$ cat config.mk
export PLATFORM = sky130hd
export DESIGN_NAME = rbx_exec
export DESIGN_NICKNAME = d
export VERILOG_FILES = /design/src/rbx_pkg.sv /design/src/rbx_exec.sv
export VERILOG_INCLUDE_DIRS = /design/src
export SDC_FILE = /design/constraint.sdc
export NUM_CORES = 1
export LEC_CHECK = 0
export BUFFER_PORTS_ARGS = -buffer_cell sky130_fd_sc_hd__buf_2
export CELL_PAD_IN_SITES_DETAIL_PLACEMENT = 0
export CELL_PAD_IN_SITES_GLOBAL_PLACEMENT = 1
export CORE_ASPECT_RATIO = 1.75
export CORE_MARGIN = 4
export CORE_UTILIZATION = 44
export DETAILED_ROUTE_END_ITERATION = 12
export PLACE_DENSITY = 0.95
export RECOVER_POWER = 100
export SLEW_MARGIN = 20
export SYNTH_ARGS = -nofsm -noshare
export SYNTH_HDL_FRONTEND = slang
export SYNTH_SLANG_ARGS = --single-unit
$ cat constraint.sdc
create_clock -name clk_i -period 6.73 [get_ports clk_i]
set_clock_uncertainty 0.15 [all_clocks]
set_input_delay 0.673 -clock clk_i [delete_from_list [all_inputs] [get_ports clk_i]]
set_output_delay 0.673 -clock clk_i [all_outputs]
set_load 0.005 [all_outputs]
$ cat src/rbx_regs.svh
// Register offsets, field positions, opcodes and phase codes of the executor.
`ifndef RBX_REGS_SVH
`define RBX_REGS_SVH

// Width of the program counter in bits.
`define RBX_PC_W        21

// Wishbone byte offsets of the register words.
`define RBX_ADDR_CTRL   8'h00
`define RBX_ADDR_STATUS 8'h04
`define RBX_ADDR_PC     8'h08
`define RBX_ADDR_COUNT  8'h0C

// Control word fields and reset value.
`define RBX_CTRL_RUN    0
`define RBX_CTRL_RST    1'h0

// Status word field positions.
`define RBX_ST_NOP_BIT  0
`define RBX_ST_TAKEN    1
`define RBX_ST_OP_LSB   2
`define RBX_ST_Q_LSB    5

// Reset value of the program counter.
`define RBX_PC_RST      21'h000000

// Opcode patterns of the decoded instructions.
`define RBX_OP_BOV      8'hE5
`define RBX_OP_BZ       8'hE1
`define RBX_OP_BRA      5'h1A
`define RBX_OP_BSF      4'h8

// Phases of the four-clock instruction cycle.
`define RBX_Q1          2'h0
`define RBX_Q2          2'h1
`define RBX_Q3          2'h2
`define RBX_Q4          2'h3

// Access bank layout: low half maps to bank 0, upper half to the top bank.
`define RBX_ACC_SPLIT   8'h80
`define RBX_ACC_HIBANK  4'hF

`endif

$ cat src/rbx_pkg.sv
// Types shared by the branch and bit-set executor.
`include "rbx_regs.svh"

package rbx_pkg;

	// Instruction cycle kind: executing or the flushed second cycle.
	typedef enum logic [0:0] {
		RBX_ST_EXEC = 1'b0,
		RBX_ST_NOP  = 1'b1
	} rbx_st_t;

	// Decoded instruction class.
	typedef enum logic [2:0] {
		RBX_OP_NONE = 3'h0,
		RBX_OP_BOVC = 3'h1,
		RBX_OP_BZC  = 3'h2,
		RBX_OP_BRAU = 3'h3,
		RBX_OP_SETB = 3'h4
	} rbx_op_t;

	// Data register file access port.
	typedef struct packed {
		logic [11:0] addr;
		logic        re;
		logic        we;
		logic [7:0]  wdata;
	} rbx_file_t;

	// Whole state of the executor.
	typedef struct packed {
		logic [1:0]              q;
		rbx_st_t                 st;
		logic                    run;
		logic [`RBX_PC_W-1:0]    pc;
		logic [`RBX_PC_W-1:0]    tgt;
		logic [15:0]             ir;
		rbx_op_t                 op;
		logic                    taken;
		rbx_file_t               file;
		logic [15:0]             count;
		logic                    ack;
		logic [31:0]             dat;
	} rbx_state_t;

endpackage

$ cat src/rbx_exec.sv
// Branch and bit-set instruction executor with a Wishbone register slave.
`timescale 1ns/1ns
`include "rbx_regs.svh"

// Contract
// - Upper byte E5 branches when overflow clear.
// - Taken target is incremented PC plus 2n.
// - Upper byte E1 branches when zero clear.
// - Conditional branch: one cycle, two if taken.
// - Decode, read, compute, load PC; then nop.
// - Upper bits 11010 always branch, 11-bit offset.
// - Unconditional branch takes two cycles always.
// - Upper nibble 1000 sets selected file bit.
// - Bank bit 0 uses access bank, else bank select.
// - Bit set reads Q2, modifies Q3, writes Q4.
// - No status flag is ever changed.
module rbx_exec
	import rbx_pkg::*;
(
	input  wire logic                 clk_i,
	input  wire logic                 rst_i,
	input  wire logic                 ce_i,
	// Wishbone classic slave.
	input  wire logic                 wb_cyc_i,
	input  wire logic                 wb_stb_i,
	input  wire logic                 wb_we_i,
	input  wire logic [7:0]           wb_adr_i,
	input  wire logic [3:0]           wb_sel_i,
	input  wire logic [31:0]          wb_dat_i,
	output logic      [31:0]          wb_dat_o,
	output logic                      wb_ack_o,
	// Program memory fetch path.
	output logic      [`RBX_PC_W-1:0] pc_o,
	input  wire logic [15:0]          instr_i,
	// Status flags and bank select from the surrounding core.
	input  wire logic                 ovf_flag_i,
	input  wire logic                 zero_flag_i,
	input  wire logic [3:0]           bank_select_register_i,
	// Banked data register file.
	output rbx_file_t                 file_o,
	input  wire logic [7:0]           file_rdata_i,
	// Current instruction phase, zero meaning Q1.
	output logic      [1:0]           q_phase_o
);

	rbx_state_t s_ff;      // Registered state.
	rbx_state_t nxt_s;     // Next state.

	// Classifies an instruction word; anything else is left to other units.
	function automatic rbx_op_t rbx_decode(input logic [15:0] w);
		rbx_op_t r;
		r = RBX_OP_NONE;
		if (w[15:8] == `RBX_OP_BOV) begin
			r = RBX_OP_BOVC;
		end else if (w[15:8] == `RBX_OP_BZ) begin
			r = RBX_OP_BZC;
		end else if (w[15:11] == `RBX_OP_BRA) begin
			r = RBX_OP_BRAU;
		end else if (w[15:12] == `RBX_OP_BSF) begin
			r = RBX_OP_SETB;
		end
		return r;
	endfunction

	// Builds the file address from the bank mode bit and the 8-bit field.
	function automatic logic [11:0] rbx_faddr(input logic [15:0] w,
	                                          input logic [3:0]  bsel);
		logic [11:0] a;
		a = {bsel, w[7:0]};
		if (!w[8]) begin
			// Access bank ignores the bank select value entirely.
			if (w[7:0] < `RBX_ACC_SPLIT) begin
				a = {4'h0, w[7:0]};
			end else begin
				a = {`RBX_ACC_HIBANK, w[7:0]};
			end
		end
		return a;
	endfunction

	// Merges the selected byte lanes of a Wishbone write into a stored word.
	function automatic logic [31:0] rbx_merge(input logic [31:0] old,
	                                          input logic [31:0] wd,
	                                          input logic [3:0]  sel);
		logic [31:0] m;
		m = old;
		for (int i = 0; i < 4; i++) begin
			if (sel[i]) begin
				m[i*8 +: 8] = wd[i*8 +: 8];
			end
		end
		return m;
	endfunction

	logic [`RBX_PC_W-1:0] off2;     // Doubled, sign-extended offset.
	logic                 cond;     // Branch condition of the held word.
	logic [7:0]           setmask;  // One-hot mask of the bit to set.
	logic [31:0]          pcword;   // Program counter as a bus word.
	logic [31:0]          pcnew;    // Program counter after a bus write.
	logic                 bus_go;   // New bus request this cycle.

	// Offset, condition and mask of the held instruction word.
	always_comb begin
		// The doubling is a shift of the sign-extended literal, so negative
		// offsets stay two's complement across the whole counter width.
		if (s_ff.op == RBX_OP_BRAU) begin
			off2 = {{(`RBX_PC_W-12){s_ff.ir[10]}},
			        s_ff.ir[10:0], 1'b0};
		end else begin
			off2 = {{(`RBX_PC_W-9){s_ff.ir[7]}},
			        s_ff.ir[7:0], 1'b0};
		end
		// Flags are only sampled here and never driven by this unit.
		case (s_ff.op)
			RBX_OP_BOVC: cond = !ovf_flag_i;
			RBX_OP_BZC:  cond = !zero_flag_i;
			RBX_OP_BRAU: cond = 1'b1;
			default:     cond = 1'b0;
		endcase
		setmask = 8'h01 << s_ff.ir[11:9];
		pcword = 32'h0000_0000;
		pcword[`RBX_PC_W-1:0] = s_ff.pc;
		pcnew = rbx_merge(pcword, wb_dat_i, wb_sel_i);
		bus_go = wb_cyc_i && wb_stb_i && !s_ff.ack;
	end

	// Next state: the instruction cycle sequencer and the register slave.
	always_comb begin
		nxt_s = s_ff;
		nxt_s.ack = 1'b0;
		nxt_s.file.we = 1'b0;

		// Four phases per instruction cycle; while stopped the sequencer
		// parks in Q1 of an executing cycle and fetches nothing.
		case (s_ff.q)
			`RBX_Q1: begin
				if (s_ff.st == RBX_ST_NOP) begin
					// Flushed cycle: the prefetched word is dropped.
					nxt_s.op = RBX_OP_NONE;
					nxt_s.q = `RBX_Q2;
				end else if (s_ff.run) begin
					nxt_s.ir = instr_i;
					nxt_s.op = rbx_decode(instr_i);
					nxt_s.pc = s_ff.pc + `RBX_PC_W'(2);
					nxt_s.taken = 1'b0;
					nxt_s.q = `RBX_Q2;
				end
			end
			`RBX_Q2: begin
				// Literal is held in the word; a bit set issues its read.
				if (s_ff.op == RBX_OP_SETB) begin
					nxt_s.file.addr = rbx_faddr(s_ff.ir,
					                  bank_select_register_i);
					nxt_s.file.re = 1'b1;
				end
				nxt_s.q = `RBX_Q3;
			end
			`RBX_Q3: begin
				// Compute the target and the modified data byte.
				nxt_s.tgt = s_ff.pc + off2;
				nxt_s.taken = cond;
				if (s_ff.op == RBX_OP_SETB) begin
					nxt_s.file.wdata = file_rdata_i | setmask;
					nxt_s.file.re = 1'b0;
				end
				nxt_s.q = `RBX_Q4;
			end
			default: begin
				// Q4: load the counter or write the register back.
				if (s_ff.st == RBX_ST_NOP) begin
					nxt_s.st = RBX_ST_EXEC;
				end else begin
					if (s_ff.taken) begin
						nxt_s.pc = s_ff.tgt;
						nxt_s.st = RBX_ST_NOP;
					end
					if (s_ff.op == RBX_OP_SETB) begin
						nxt_s.file.we = 1'b1;
					end
					if (s_ff.op != RBX_OP_NONE) begin
						nxt_s.count = s_ff.count + 16'h0001;
					end
				end
				nxt_s.q = `RBX_Q1;
			end
		endcase

		// Register slave: one wait state, answer in the cycle after stb.
		if (bus_go) begin
			nxt_s.ack = 1'b1;
			nxt_s.dat = 32'h0000_0000;
			if (wb_adr_i == `RBX_ADDR_CTRL) begin
				nxt_s.dat[`RBX_CTRL_RUN] = s_ff.run;
				if (wb_we_i && wb_sel_i[0]) begin
					nxt_s.run = wb_dat_i[`RBX_CTRL_RUN];
				end
			end else if (wb_adr_i == `RBX_ADDR_STATUS) begin
				nxt_s.dat[`RBX_ST_NOP_BIT] = (s_ff.st == RBX_ST_NOP);
				nxt_s.dat[`RBX_ST_TAKEN] = s_ff.taken;
				nxt_s.dat[`RBX_ST_OP_LSB +: 3] = s_ff.op;
				nxt_s.dat[`RBX_ST_Q_LSB +: 2] = s_ff.q;
			end else if (wb_adr_i == `RBX_ADDR_PC) begin
				nxt_s.dat = pcword;
				// Loading the counter mid-cycle would tear an instruction,
				// so writes only land while the sequencer is stopped.
				if (wb_we_i && !s_ff.run) begin
					nxt_s.pc = pcnew[`RBX_PC_W-1:0];
				end
			end else if (wb_adr_i == `RBX_ADDR_COUNT) begin
				nxt_s.dat[15:0] = s_ff.count;
			end
			// Unmapped offsets read zero and ignore writes.
		end
	end

	// State register; clock enable freezes everything.
	always_ff @(posedge clk_i) begin
		if (rst_i) begin
			s_ff <= '0;
			s_ff.st <= RBX_ST_EXEC;
			s_ff.op <= RBX_OP_NONE;
			s_ff.run <= `RBX_CTRL_RST;
			s_ff.pc <= `RBX_PC_RST;
			s_ff.q <= `RBX_Q1;
		end else if (ce_i) begin
			s_ff <= nxt_s;
		end
	end

	// All outputs come straight from the state register.
	assign wb_dat_o = s_ff.dat;
	assign wb_ack_o = s_ff.ack;
	assign pc_o = s_ff.pc;
	assign file_o = s_ff.file;
	assign q_phase_o = s_ff.q;

endmodule

Word level (Yosys, flattened, before mapping)
Index checks and enable logic that the tools add are counted.
{"block": "word_totals", "romBits": 0, "latch_bits": 0, "inputBits": 80, "regBits": 133, "word_cells": 121, "ramBits": 0, "out_inout_bits": 78, "n_memories": 0}
{"block": "classes", "n_reduce_logical": 31, "shift": 1, "n_div": 0, "n_bitwise": 3, "magnitude_cmp": 1, "muxes": 44, "n_mul": 0, "add_sub_neg": 3, "eq_ne": 21}
{"operator": "2-to-1 mux 21 bit", "count": 10}
{"operator": "one-hot mux 21 bit (2 select lines)", "count": 1}
{"operator": "2-to-1 mux 33 bit", "count": 1}
{"operator": "2-to-1 mux 16 bit", "count": 2}
{"operator": "2-to-1 mux 31 bit", "count": 1}
{"operator": "2-to-1 mux 12 bit", "count": 2}
{"operator": "adder 21 x 2 -> 21 bit (second input constant)", "count": 1}
{"operator": "adder 21 bit", "count": 1}
{"operator": "AND reduction 4 bit", "count": 5}
{"operator": "inequality test 6 bit (second input constant)", "count": 3}
{"operator": "adder 16 x 1 -> 16 bit (second input constant)", "count": 1}
{"operator": "equality test 8 x 4 -> 1 bit (second input constant)", "count": 2}
{"operator": "equality test 8 bit (second input constant)", "count": 2}
{"operator": "2-to-1 mux 8 bit", "count": 2}
{"operator": "2-to-1 mux 3 bit", "count": 5}
{"operator": "2-to-1 mux 14 bit", "count": 1}
{"operator": "AND reduction 2 bit", "count": 7}
{"operator": "2-to-1 mux 5 bit", "count": 2}
{"operator": "2-to-1 mux 1 bit", "count": 9}
{"operator": "AND reduction 3 bit", "count": 3}
{"operator": "equality test 8 x 3 -> 1 bit (second input constant)", "count": 1}
{"operator": "zero test 8 bit", "count": 1}
{"operator": "< comparator 8 bit (second input constant)", "count": 1}
{"operator": "inequality test 2 bit (second input constant)", "count": 4}
{"operator": "24 further kinds", "count": 36}

Longest topological paths before layout
Gate-level depths: netlist of the first run.
{"block": "logic_depth", "word_depth": 9, "depth_mapped": 11}

Worst setup path after synthesis of the first run
Ideal clock, no wire load.
{"block": "synth_timing", "path_type": "register to register", "from": "register s_ff[74] in the netlist's numbering", "to": "register s_ff[105] in the netlist's numbering", "synth_period_minus_slack_ns": 2.789, "setup_ns": 0.117, "arrival_ns": 2.522, "stages_incl_launch_ff": 11, "setup_slack_ns": 3.941, "cell_sequence": "dfxtp_1 > nand3b_1 > mux2i_1 > inv_1 > ha_1 > a21o_1 > a21oi_1 > or3b_2 > o221ai_1 > mux2i_1 > nand2_1"}
{"block": "synth_via", "elab_chain_cells": 3}
{"item": "from (decl)", "line": "rbx_exec.sv:46", "source": "rbx_state_t s_ff;"}
{"item": "from (signal assigned)", "line": "rbx_exec.sv:226", "source": "s_ff <= nxt_s;"}
{"item": "equality test 3 x 2 -> 1 bit", "line": "rbx_exec.sv:106", "source": "if (s_ff.op == RBX_OP_BRAU) begin"}
{"item": "2-to-1 mux 21 bit", "line": "rbx_exec.sv:106"}
{"item": "adder 21 bit", "line": "rbx_exec.sv:160", "source": "nxt_s.tgt = s_ff.pc + off2;"}
No other way between the ends.
A chain may end at the register's enable or synchronous reset.

Worst setup path after layout of the first run
{"block": "layout_timing", "from": "register s_ff, in the netlist q_phase_o[1]", "to": "register s_ff, in the netlist pc_o[19]"}
{"block": "layout_via", "elab_chain_cells": 8, "elab_cells_between_ends": 10, "cone_classes": "2 x eq/ne; 6 x mux; 2 x reduce/logical"}
{"item": "equality test 2 bit / equality test 2 x 1 -> 1 bit (equally long branches)", "line": "rbx_exec.sv:135", "source": "case (s_ff.q)"}
{"item": "OR reduction 2 bit (no source line)"}
{"item": "one-hot mux 21 bit (2 select lines) (*)", "line": "rbx_exec.sv:135"}
{"item": "2-to-1 mux 21 bit", "line": "rbx_exec.sv:206", "source": "if (wb_we_i && !s_ff.run) begin"}
{"item": "2-to-1 mux 21 bit", "line": "rbx_exec.sv:202", "source": "end else if (wb_adr_i == `RBX_ADDR_PC) begin"}
{"item": "2-to-1 mux 21 bit", "line": "rbx_exec.sv:197", "source": "end else if (wb_adr_i == `RBX_ADDR_STATUS) begin"}
{"item": "2-to-1 mux 21 bit", "line": "rbx_exec.sv:192", "source": "if (wb_adr_i == `RBX_ADDR_CTRL) begin"}
{"item": "2-to-1 mux 21 bit (*)", "line": "rbx_exec.sv:189", "source": "if (bus_go) begin"}
Mark *: on every way between the ends. The rest lies on a longest branch, timed or not.

==> results.cfg, run 1 <==
[status]
status = finished, final reports clean

[routing]
routedWlPerCell_microns = 17.7
drt_iter0_drc = 423
final_antenna_net_count = 0
vias = 7400
vias_per_cell = 5.78
dr.pass1.iters = 5
drc = 0
drt-total-wl_microns = 22600

[global_route]
grt_max_degree = 73
grt_pass1_wl_microns = 35500
grt_usage_pct = 22.4
grt_overflow = 0
grt_pass1_vias = 7064
antenna_found_initial = 0

[synthesis]
yosysMostFrequentCell = nand2_1
synth_warnings = 0
ys_ff_latch = 122
synth_edf_count = 0
synth_ff_type = dfxtp_1
synth_area_leaders = dfxtp_1, buf_4, nand2_1
synth_top_area_share_pct = 31.5
yosysSeqAreaShare_pct = 31.5
yosysUniqueCellTypes = 78
netlist_area_sq_um = 7750
synth.avg_cell_area_sq_um = 7.72
yosysTopAreaCell = dfxtp_1
synthTopCellsByCount = nand2_1, dfxtp_1, nor2_1
synthArstFlopShare_pct = 0
synth_cells = 1004

[floorplanning]
ios = 158
die_h_microns = 184
fp-row-count = 64
die_area_sq_um = 19900
core_area_sq_um = 17400
die_x_microns = 108
start_util_pct = 44.6

[clock_tree]
cts_inserted_buffers = 17
holdBufCountCts = 0
cts_resized = 0
post-cts-setup-buffer-count = 0
path_clk_slew_ps = 70
insertion_delay_ps = 410
cts_root_buf = clkbuf_16
cts_sinks = 122
htree_levels = 4
cts_max_path_buffers = 2
cts_tree = built

[critical_path]
worstPathArrival_ps = 4200
crit_required_ps = 6830
worstSetupPathType = flop to flop
r2r_cells = 8
startpoint = q_phase_o[1]
cp-start-kind = flop
r2r_start = q_phase_o[1]
worstPathMaxFanout = 32
end_kind = flop
endpoint = pc_o[19]
r2r_end = pc_o[19]
regToRegSetupSlack_ps = 2630

[pwr]
switching_share_pct = 26.3
p_int_uw = 1240
clockPowerShare_pct = 50.3
p_switching_uw = 444
vdd_drop_max_mv = 0.119
power_frac_seq_pct = 43.9
power.leakage_uw = 0.00323
p_per_area_nw_per_um2 = 200
p_comb_share_pct = 5.8

[sta]
max_slew_margin_pct = 2.19
worst_pin_slew_ps = 1470
rsz0062_at_grt = false
slew_violations = 0
fin_crit_ps = 4100
hold_viol = 0
setup-tns-final_ps = 0
period_share_pct = 61.0
whs_ps = 304
setup_violations = 0
fmax_mhz = 244

[placed_design]
place_hpwl_microns = 16700
dpl-instance-area_sq_um = 7980
io_buffers = 134
place_congestion = 0.897

[run]
maxCapViolCount = 0

[final_layout]
final_core_util_pct = 48.6
postLayoutCellArea_sq_um = 8440
num_antenna_cells = 0
regArea_sq_um = 2440
drive_above_1_share_pct = 14.0
multi_input_area_sq_um = 4410
fillers = 1733
syn_to_final_growth_pct = 8.96
finalNetCount = 1142

[min_path]
min-delay-path-class = flop to flop
through the flow:
stage	total power (uW)	instances	setup slack [ps]
final	1690	1280	2630
after global placement	854	1248	3070
after detailed placement	854	1248	3080
after CTS	1700	1280	3030
after floorplan	818	1014	3940
after global routing	1740	1280	2400
metal layers:
metal / vias up / GRT usage [%] / wire (microns)
met1: 3508 / 25.3 / 8870
li1: 3601 / - / -
met4: 0 / 10.7 / 1000
met3: 53 / 3.30 / 1040
met2: 238 / 40.4 / 11700
met5: - / 0 / 0
worst min-delay path by stage:
| stage | from | endpoint | slack [ps] | cells after the start |
|---|---|---|---|---|
| floorplan | s_ff[106] | s_ff[106] | 270 | 2 |
| global placement | s_ff[106] | s_ff[106] | 280 | 2 |
| detailed placement | file_o[15] | file_o[15] | 300 | 2 |
| CTS | file_o[15] | file_o[15] | 310 | 2 |
| global route | s_ff[97] | s_ff[97] | 310 | 2 |
| finish | file_o[15] | file_o[15] | 300 | 2 |
state kept, by name, indices dropped and copies added (netlist names):
signal / count
s_ff: 55
wb_ack_o: 1
file_o: 22
q_phase_o: 2
wb_dat_o: 21
pc_o: 21
logic make-up after synthesis:
| family | after synthesis | synth area share (%) |
|---|---|---|
| buffers and inverters | 162 | 11.8 |
| muxes | 9 | 1.34 |
| xor gates and xnor gates | 24 | 2.71 |
| DFF | 122 | 31.5 |
| other | 1 | 0.0484 |
| and+or+nand+nor | 393 | 24.9 |
| AOI/OAI and AO/OA | 267 | 23.4 |
| adders and majority gates | 26 | 4.30 |
worst max-delay path, cell delays in order (launching register included):
cell and delay [ps]:
dfxtp_1 430, ha_1 180, clkbuf_1 1060, inv_1 430, nor2_1 900, o21ai_0 210
a221o_1 350, a21oi_1 140, nor4_1 80
placed cells by master (no fill, tap or decap), types with 18 or more instances in the layout:
cell and n:
nand2_1 130, dfxtp_1 122, nor2_1 102, buf_2 97, a21oi_1 68, o21ai_0 39
clkbuf_1 39, nor3_1 30, inv_1 26, nand3_1 25, ha_1 25, a211oi_1 24
a31oi_1 19, a22oi_1 18
power groups by stage:
stage / Combinational (uW) / Clock [uW] / Sequential (uW)
CTS: 98.3 / 858 / 741
detailed placement: 97.9 / 0 / 757
global route: 108 / 893 / 742
global placement: 96.9 / 0 / 757
finish: 97.7 / 848 / 741
floorplan: 68.2 / 0 / 750
cell type report:
type	instances	area share, %
clock buffer	18	5.08
clock inverter	14	1.38
inverter	26	1.16
multi-input combinational	730	52.2
sequential	122	28.9
tap	231	3.42
timing repair buffer	139	7.80
(Power assumes the default switching activity.)
==> inputs of run 2 (changes only) <==
--- a/config.mk
+++ b/config.mk
@@ -11,9 +11,9 @@
 export CELL_PAD_IN_SITES_GLOBAL_PLACEMENT = 1
 export CORE_ASPECT_RATIO = 1.75
 export CORE_MARGIN = 4
-export CORE_UTILIZATION = 44
+export CORE_UTILIZATION = 37
 export DETAILED_ROUTE_END_ITERATION = 12
-export PLACE_DENSITY = 0.95
+export PLACE_DENSITY = 0.9
 export RECOVER_POWER = 100
 export SLEW_MARGIN = 20
 export SYNTH_ARGS = -nofsm -noshare
==> constraint.sdc (replaced) <==
create_clock -name clk_i -period 3.7 [get_ports clk_i]
set_clock_uncertainty 0.15 [all_clocks]
set_input_delay 0.37 -clock clk_i [delete_from_list [all_inputs] [get_ports clk_i]]
set_output_delay 0.37 -clock clk_i [all_outputs]
set_load 0.005 [all_outputs]
==> results.cfg, run 2 (synthesis results as in run 1) <==
[status]
status = finished, violations left
violations = capacitance limit, slew limit

[clock_tree]
cts_resized = 0
cts_max_path_buffers = 2
insertion_delay_ps = 430
cts_sinks = 122
htree_levels = 4
path_clk_slew_ps = 60
holdBufCountCts = 0
cts_root_buf = clkbuf_16
cts_tree = built
post-cts-setup-buffer-count = 0
cts_inserted_buffers = 17

[routing]
final_antenna_net_count = 0
routedWlPerCell_microns = 18.1
drt-total-wl_microns = 23700
dr_wl_met3_microns = 1180
drt_iter0_drc = 557
top_layer_used = met5
vias = 7486
drc = 0
met1_length_microns = 8760
dr.pass1.iters = 6
route.met2.wl_microns = 12800
vias_per_cell = 5.71

[min_path]
hold_path_end = s_ff[80]
hold_depth = 3
hold_start = instr_i[5]
min-delay-path-class = primary input to flop

[global_route]
grt_overflow = 0
grt_max_degree = 85
grt_pass1_vias = 7219
antenna_found_initial = 2
grt_usage_pct = 19.6
grt_pass1_wl_microns = 37100

[final_layout]
final_common_cell = nand2_1
drive_above_1_share_pct = 13.6
syn_to_final_growth_pct = 10.4
largest_reg_flops = 55
finalNetCount = 1156
mostFrequentLayoutCells = nand2_1, dfxtp_1, nor2_1
fillers = 2142
regMostFlops = s_ff

[placed_design]
io_buffers = 134
place_hpwl_microns = 17900
place_congestion = 0.922

[critical_path]
r2r_start = s_ff[74]
end_kind = flop
r2r_end = s_ff[107]
worstPathArrival_ps = 3510
worstSetupPathType = flop to flop
worstPathMaxFanout = 9
r2r_cells = 12
regToRegSetupSlack_ps = 410
cp_common_cell = nor2_1
max_stage_delay_ps = 430
crit_required_ps = 3920
path_cells = nand3b_1, mux2i_1, clkbuf_1, inv_1, ha_1, buf_4, nor2_1, nor2_1, and2_0, o21ai_0, a2111oi_0, a311o_1
crit_slowest_cell = dfxtp_1
cp-start-kind = flop
path_delay_family = compound AO/OA/AOI/OAI gates
worst-path-buf-inv = 3

[floorplanning]
die_area_sq_um = 23400
die_x_microns = 117
start_util_pct = 37.9
core_area_sq_um = 20500
ios = 158
fp-row-count = 69
die_h_microns = 199

[sta]
rsz0062_at_grt = false
setup_violations = 0
hold_viol = 0
setup-tns-final_ps = 0
worst_pin_slew_ps = 1680
max_slew_margin_pct = -11.9
period_share_pct = 89.0
fin_crit_ps = 3290
fmax_mhz = 304
slew_violations = 85

[run]
maxCapViolCount = 1

[pwr]
vdd_drop_max_mv = 0.313
finalPower_uw = 3210
power.leakage_uw = 0.00324
p_per_area_nw_per_um2 = 375
[run 2: cell type report]
type	count	area (sq um)	share of cell area, %
multi-input cells	730	4390	51.3
flip-flops and latches	122	2440	28.6
repair buffers	153	723	8.46
clock buffers	17	425	4.97
well taps	248	310	3.63
clock inverters	15	165	1.93
inverters	26	97.6	1.14
diodes	1	2.50	0.0293
[run 2: metrics by stage]
| stage | hold WS [ps] | std cells | area [sq um] | util, % | worst slack (ps) |
|---|---|---|---|---|---|
| 2_1_floorplan | 275 | 1014 | 7780 | - | 911 |
| 3_3_place_gp | 285 | 1279 | 8100 | 39.6 | 632 |
| 3_5_place_dp | 294 | 1279 | 8100 | 39.6 | 627 |
| 4_1_cts | 24.5 | 1311 | 8690 | 42.5 | 598 |
| 5_1_grt | 26.3 | 1312 | 8550 | 41.8 | 211 |
| 6_report | 33.1 | 1312 | 8550 | 41.8 | 406 |
[run 2: worst max-delay path by stage]
stage	startpoint	endpoint	slack [ps]	cells after the start
after floorplan	s_ff[74]	s_ff[105]	910	10
after detailed placement	s_ff[74]	s_ff[105]	630	11
final	s_ff[74]	s_ff[107]	410	12
after global routing	s_ff[74]	s_ff[107]	210	12
after CTS	s_ff[74]	s_ff[107]	600	11
after global placement	s_ff[74]	s_ff[105]	630	11
[run 2: layer usage]
layer | GRT usage [%] | vias up
met3 | 3.57 | 61
met4 | 11.4 | 2
met5 | 0 | -
met2 | 37.0 | 252
met1 | 20.3 | 3537
li1 | - | 3634
[run 2: tightest hold or removal path: stages]
cell,delay (ps)
buf_2,100
nand2_1,50
a21oi_1,50
[run 2: report_power, final]
part           internal (uW)  total [uW]  switching (uW)  leakage (uW)
Clock                   1000        1680             674      0.000283
Sequential              1320        1340            21.8      0.000985
Combinational           70.5         186             116       0.00197
==> inputs of run 3 (changes only) <==
--- a/config.mk
+++ b/config.mk
@@ -11,9 +11,9 @@
 export CELL_PAD_IN_SITES_GLOBAL_PLACEMENT = 1
 export CORE_ASPECT_RATIO = 1.75
 export CORE_MARGIN = 4
-export CORE_UTILIZATION = 37
+export CORE_UTILIZATION = 30
 export DETAILED_ROUTE_END_ITERATION = 12
-export PLACE_DENSITY = 0.9
+export PLACE_DENSITY = 0.77
 export RECOVER_POWER = 100
 export SLEW_MARGIN = 20
 export SYNTH_ARGS = -nofsm -noshare
==> results.cfg, run 3 (synthesis results as in run 1) <==
[status]
status = finished, violations left
violations = capacitance limit, slew limit

[global_route]
antenna_found_initial = 2
grt_max_degree = 87
grt_overflow = 0
grt_pass1_wl_microns = 38100
grt_pass1_vias = 6976
grt_usage_pct = 17.2

[critical_path]
worstPathMaxFanout = 8
crit_required_ps = 3870
worstSetupPathType = flop to flop
worstPathArrival_ps = 3440
end_kind = flop
cp-start-kind = flop

[clock_tree]
post-cts-setup-buffer-count = 0
cts_inserted_buffers = 17
cts_root_buf = clkbuf_16
insertion_delay_ps = 430
holdBufCountCts = 0
path_clk_slew_ps = 60
cts_max_path_buffers = 2
cts_resized = 0
cts_tree = built
cts_sinks = 122
htree_levels = 4

[sta]
worst_pin_slew_ps = 1760
setup-tns-final_ps = 0
slew_violations = 87
max_slew_margin_pct = -17.5
fmax_mhz = 306
rsz0062_at_grt = false
setup_violations = 0
setup_ws_ps = 437
fin_crit_ps = 3260
whs_ps = 25.6
hold_viol = 0
period_share_pct = 88.2

[routing]
final_antenna_net_count = 0
drt-total-wl_microns = 24800
vias = 7303
drc = 0
drt_iter0_drc = 546
routedWlPerCell_microns = 17.9
dr.pass1.iters = 5
vias_per_cell = 5.27

[floorplanning]
fp-row-count = 77
die_x_microns = 129
die_area_sq_um = 28600
core_area_sq_um = 25300
start_util_pct = 30.6
die_h_microns = 221
ios = 158

[placed_design]
place_congestion = 0.889
place_hpwl_microns = 19100
io_buffers = 134
dpl-instance-area_sq_um = 8230
place_ws_ps = 592

[final_layout]
fillers = 2737
postLayoutCellArea_sq_um = 8650
final_common_cell = nand2_1
regMostFlops = s_ff
drive_above_1_share_pct = 14.0
final_core_util_pct = 34.2
largest_reg_flops = 55
syn_to_final_growth_pct = 11.7
mostFrequentLayoutCells = nand2_1, dfxtp_1, nor2_1
finalNetCount = 1161

[pwr]
power.leakage_uw = 0.00327
vdd_drop_max_mv = 0.316
p_per_area_nw_per_um2 = 367

[run]
maxCapViolCount = 1

[min_path]
min-delay-path-class = primary input to flop
[run 3: cell count changes in the layout (fill, tap and decap cells not counted)]
cell	delta
clkinv_2	+2
buf_4	+1
nor3_1	-1
clkinv_4	-1
inv_8	-1
and2_0	-1
nor4b_1	+1
nor4b_2	-1
buf_2	+5
and2_1	+1
diode_2	+1
inv_6	-1
nor3_2	+1
[run 3: path summary, 6_finish.rpt]
| kind | from | end | slack, ps | cells after the start |
|---|---|---|---|---|
| worst max-delay path | s_ff[74] | s_ff[111] | 440 | 12 |
| worst min-delay path | instr_i[1] | s_ff[76] | 30 | 3 |
| worst max register to register | s_ff[74] | s_ff[111] | 440 | 12 |
| worst min register to register | s_ff[106] | s_ff[106] | 300 | 2 |
[run 3: final cells by class]
cell class	count	area [sq um]	area share, %
Timing Repair Buffer	158	752	8.69
Multi-Input combinational cell	730	4390	50.7
Clock buffer	18	429	4.96
Sequential cell	122	2440	28.2
Antenna cell	2	5.00	0.0578
Inverter	26	97.6	1.13
Clock inverter	14	146	1.69
Tap cell	316	395	4.57
[run 3: layer usage]
| layer | routed length (microns) | GRT usage, % |
|---|---|---|
| met1 | 9300 | 18.2 |
| met2 | 13200 | 31.6 |
| met3 | 1120 | 3.43 |
| met4 | 1130 | 8.74 |
| met5 | 13 | 0 |
[run 3: worst max-delay path, stage by stage, from the launching register on]
cell      delay (ps)
dfxtp_1          420
nand3b_1         220
mux2i_1          190
clkbuf_1         280
inv_1            100
buf_4            180
ha_1             380
and3_1           230
and2_0           270
nand3_1          130
a21o_1           190
and3_1           140
a211o_1          250
[run 3: through the flow]
step | total power, uW | instances
6_report | 3170 | 1386
5_1_grt | 3280 | 1385
4_1_cts | 3210 | 1384
3_5_place_dp | 1570 | 1352
3_3_place_gp | 1570 | 1352
2_1_floorplan | 1490 | 1014
[run 3: power by group]
part / leakage, uW / internal [uW] / total (uW) / switching, uW
clock network: 0.000277 / 991 / 1640 / 650
logic: 0.00201 / 71.6 / 192 / 120
registers: 0.000985 / 1320 / 1340 / 18.2
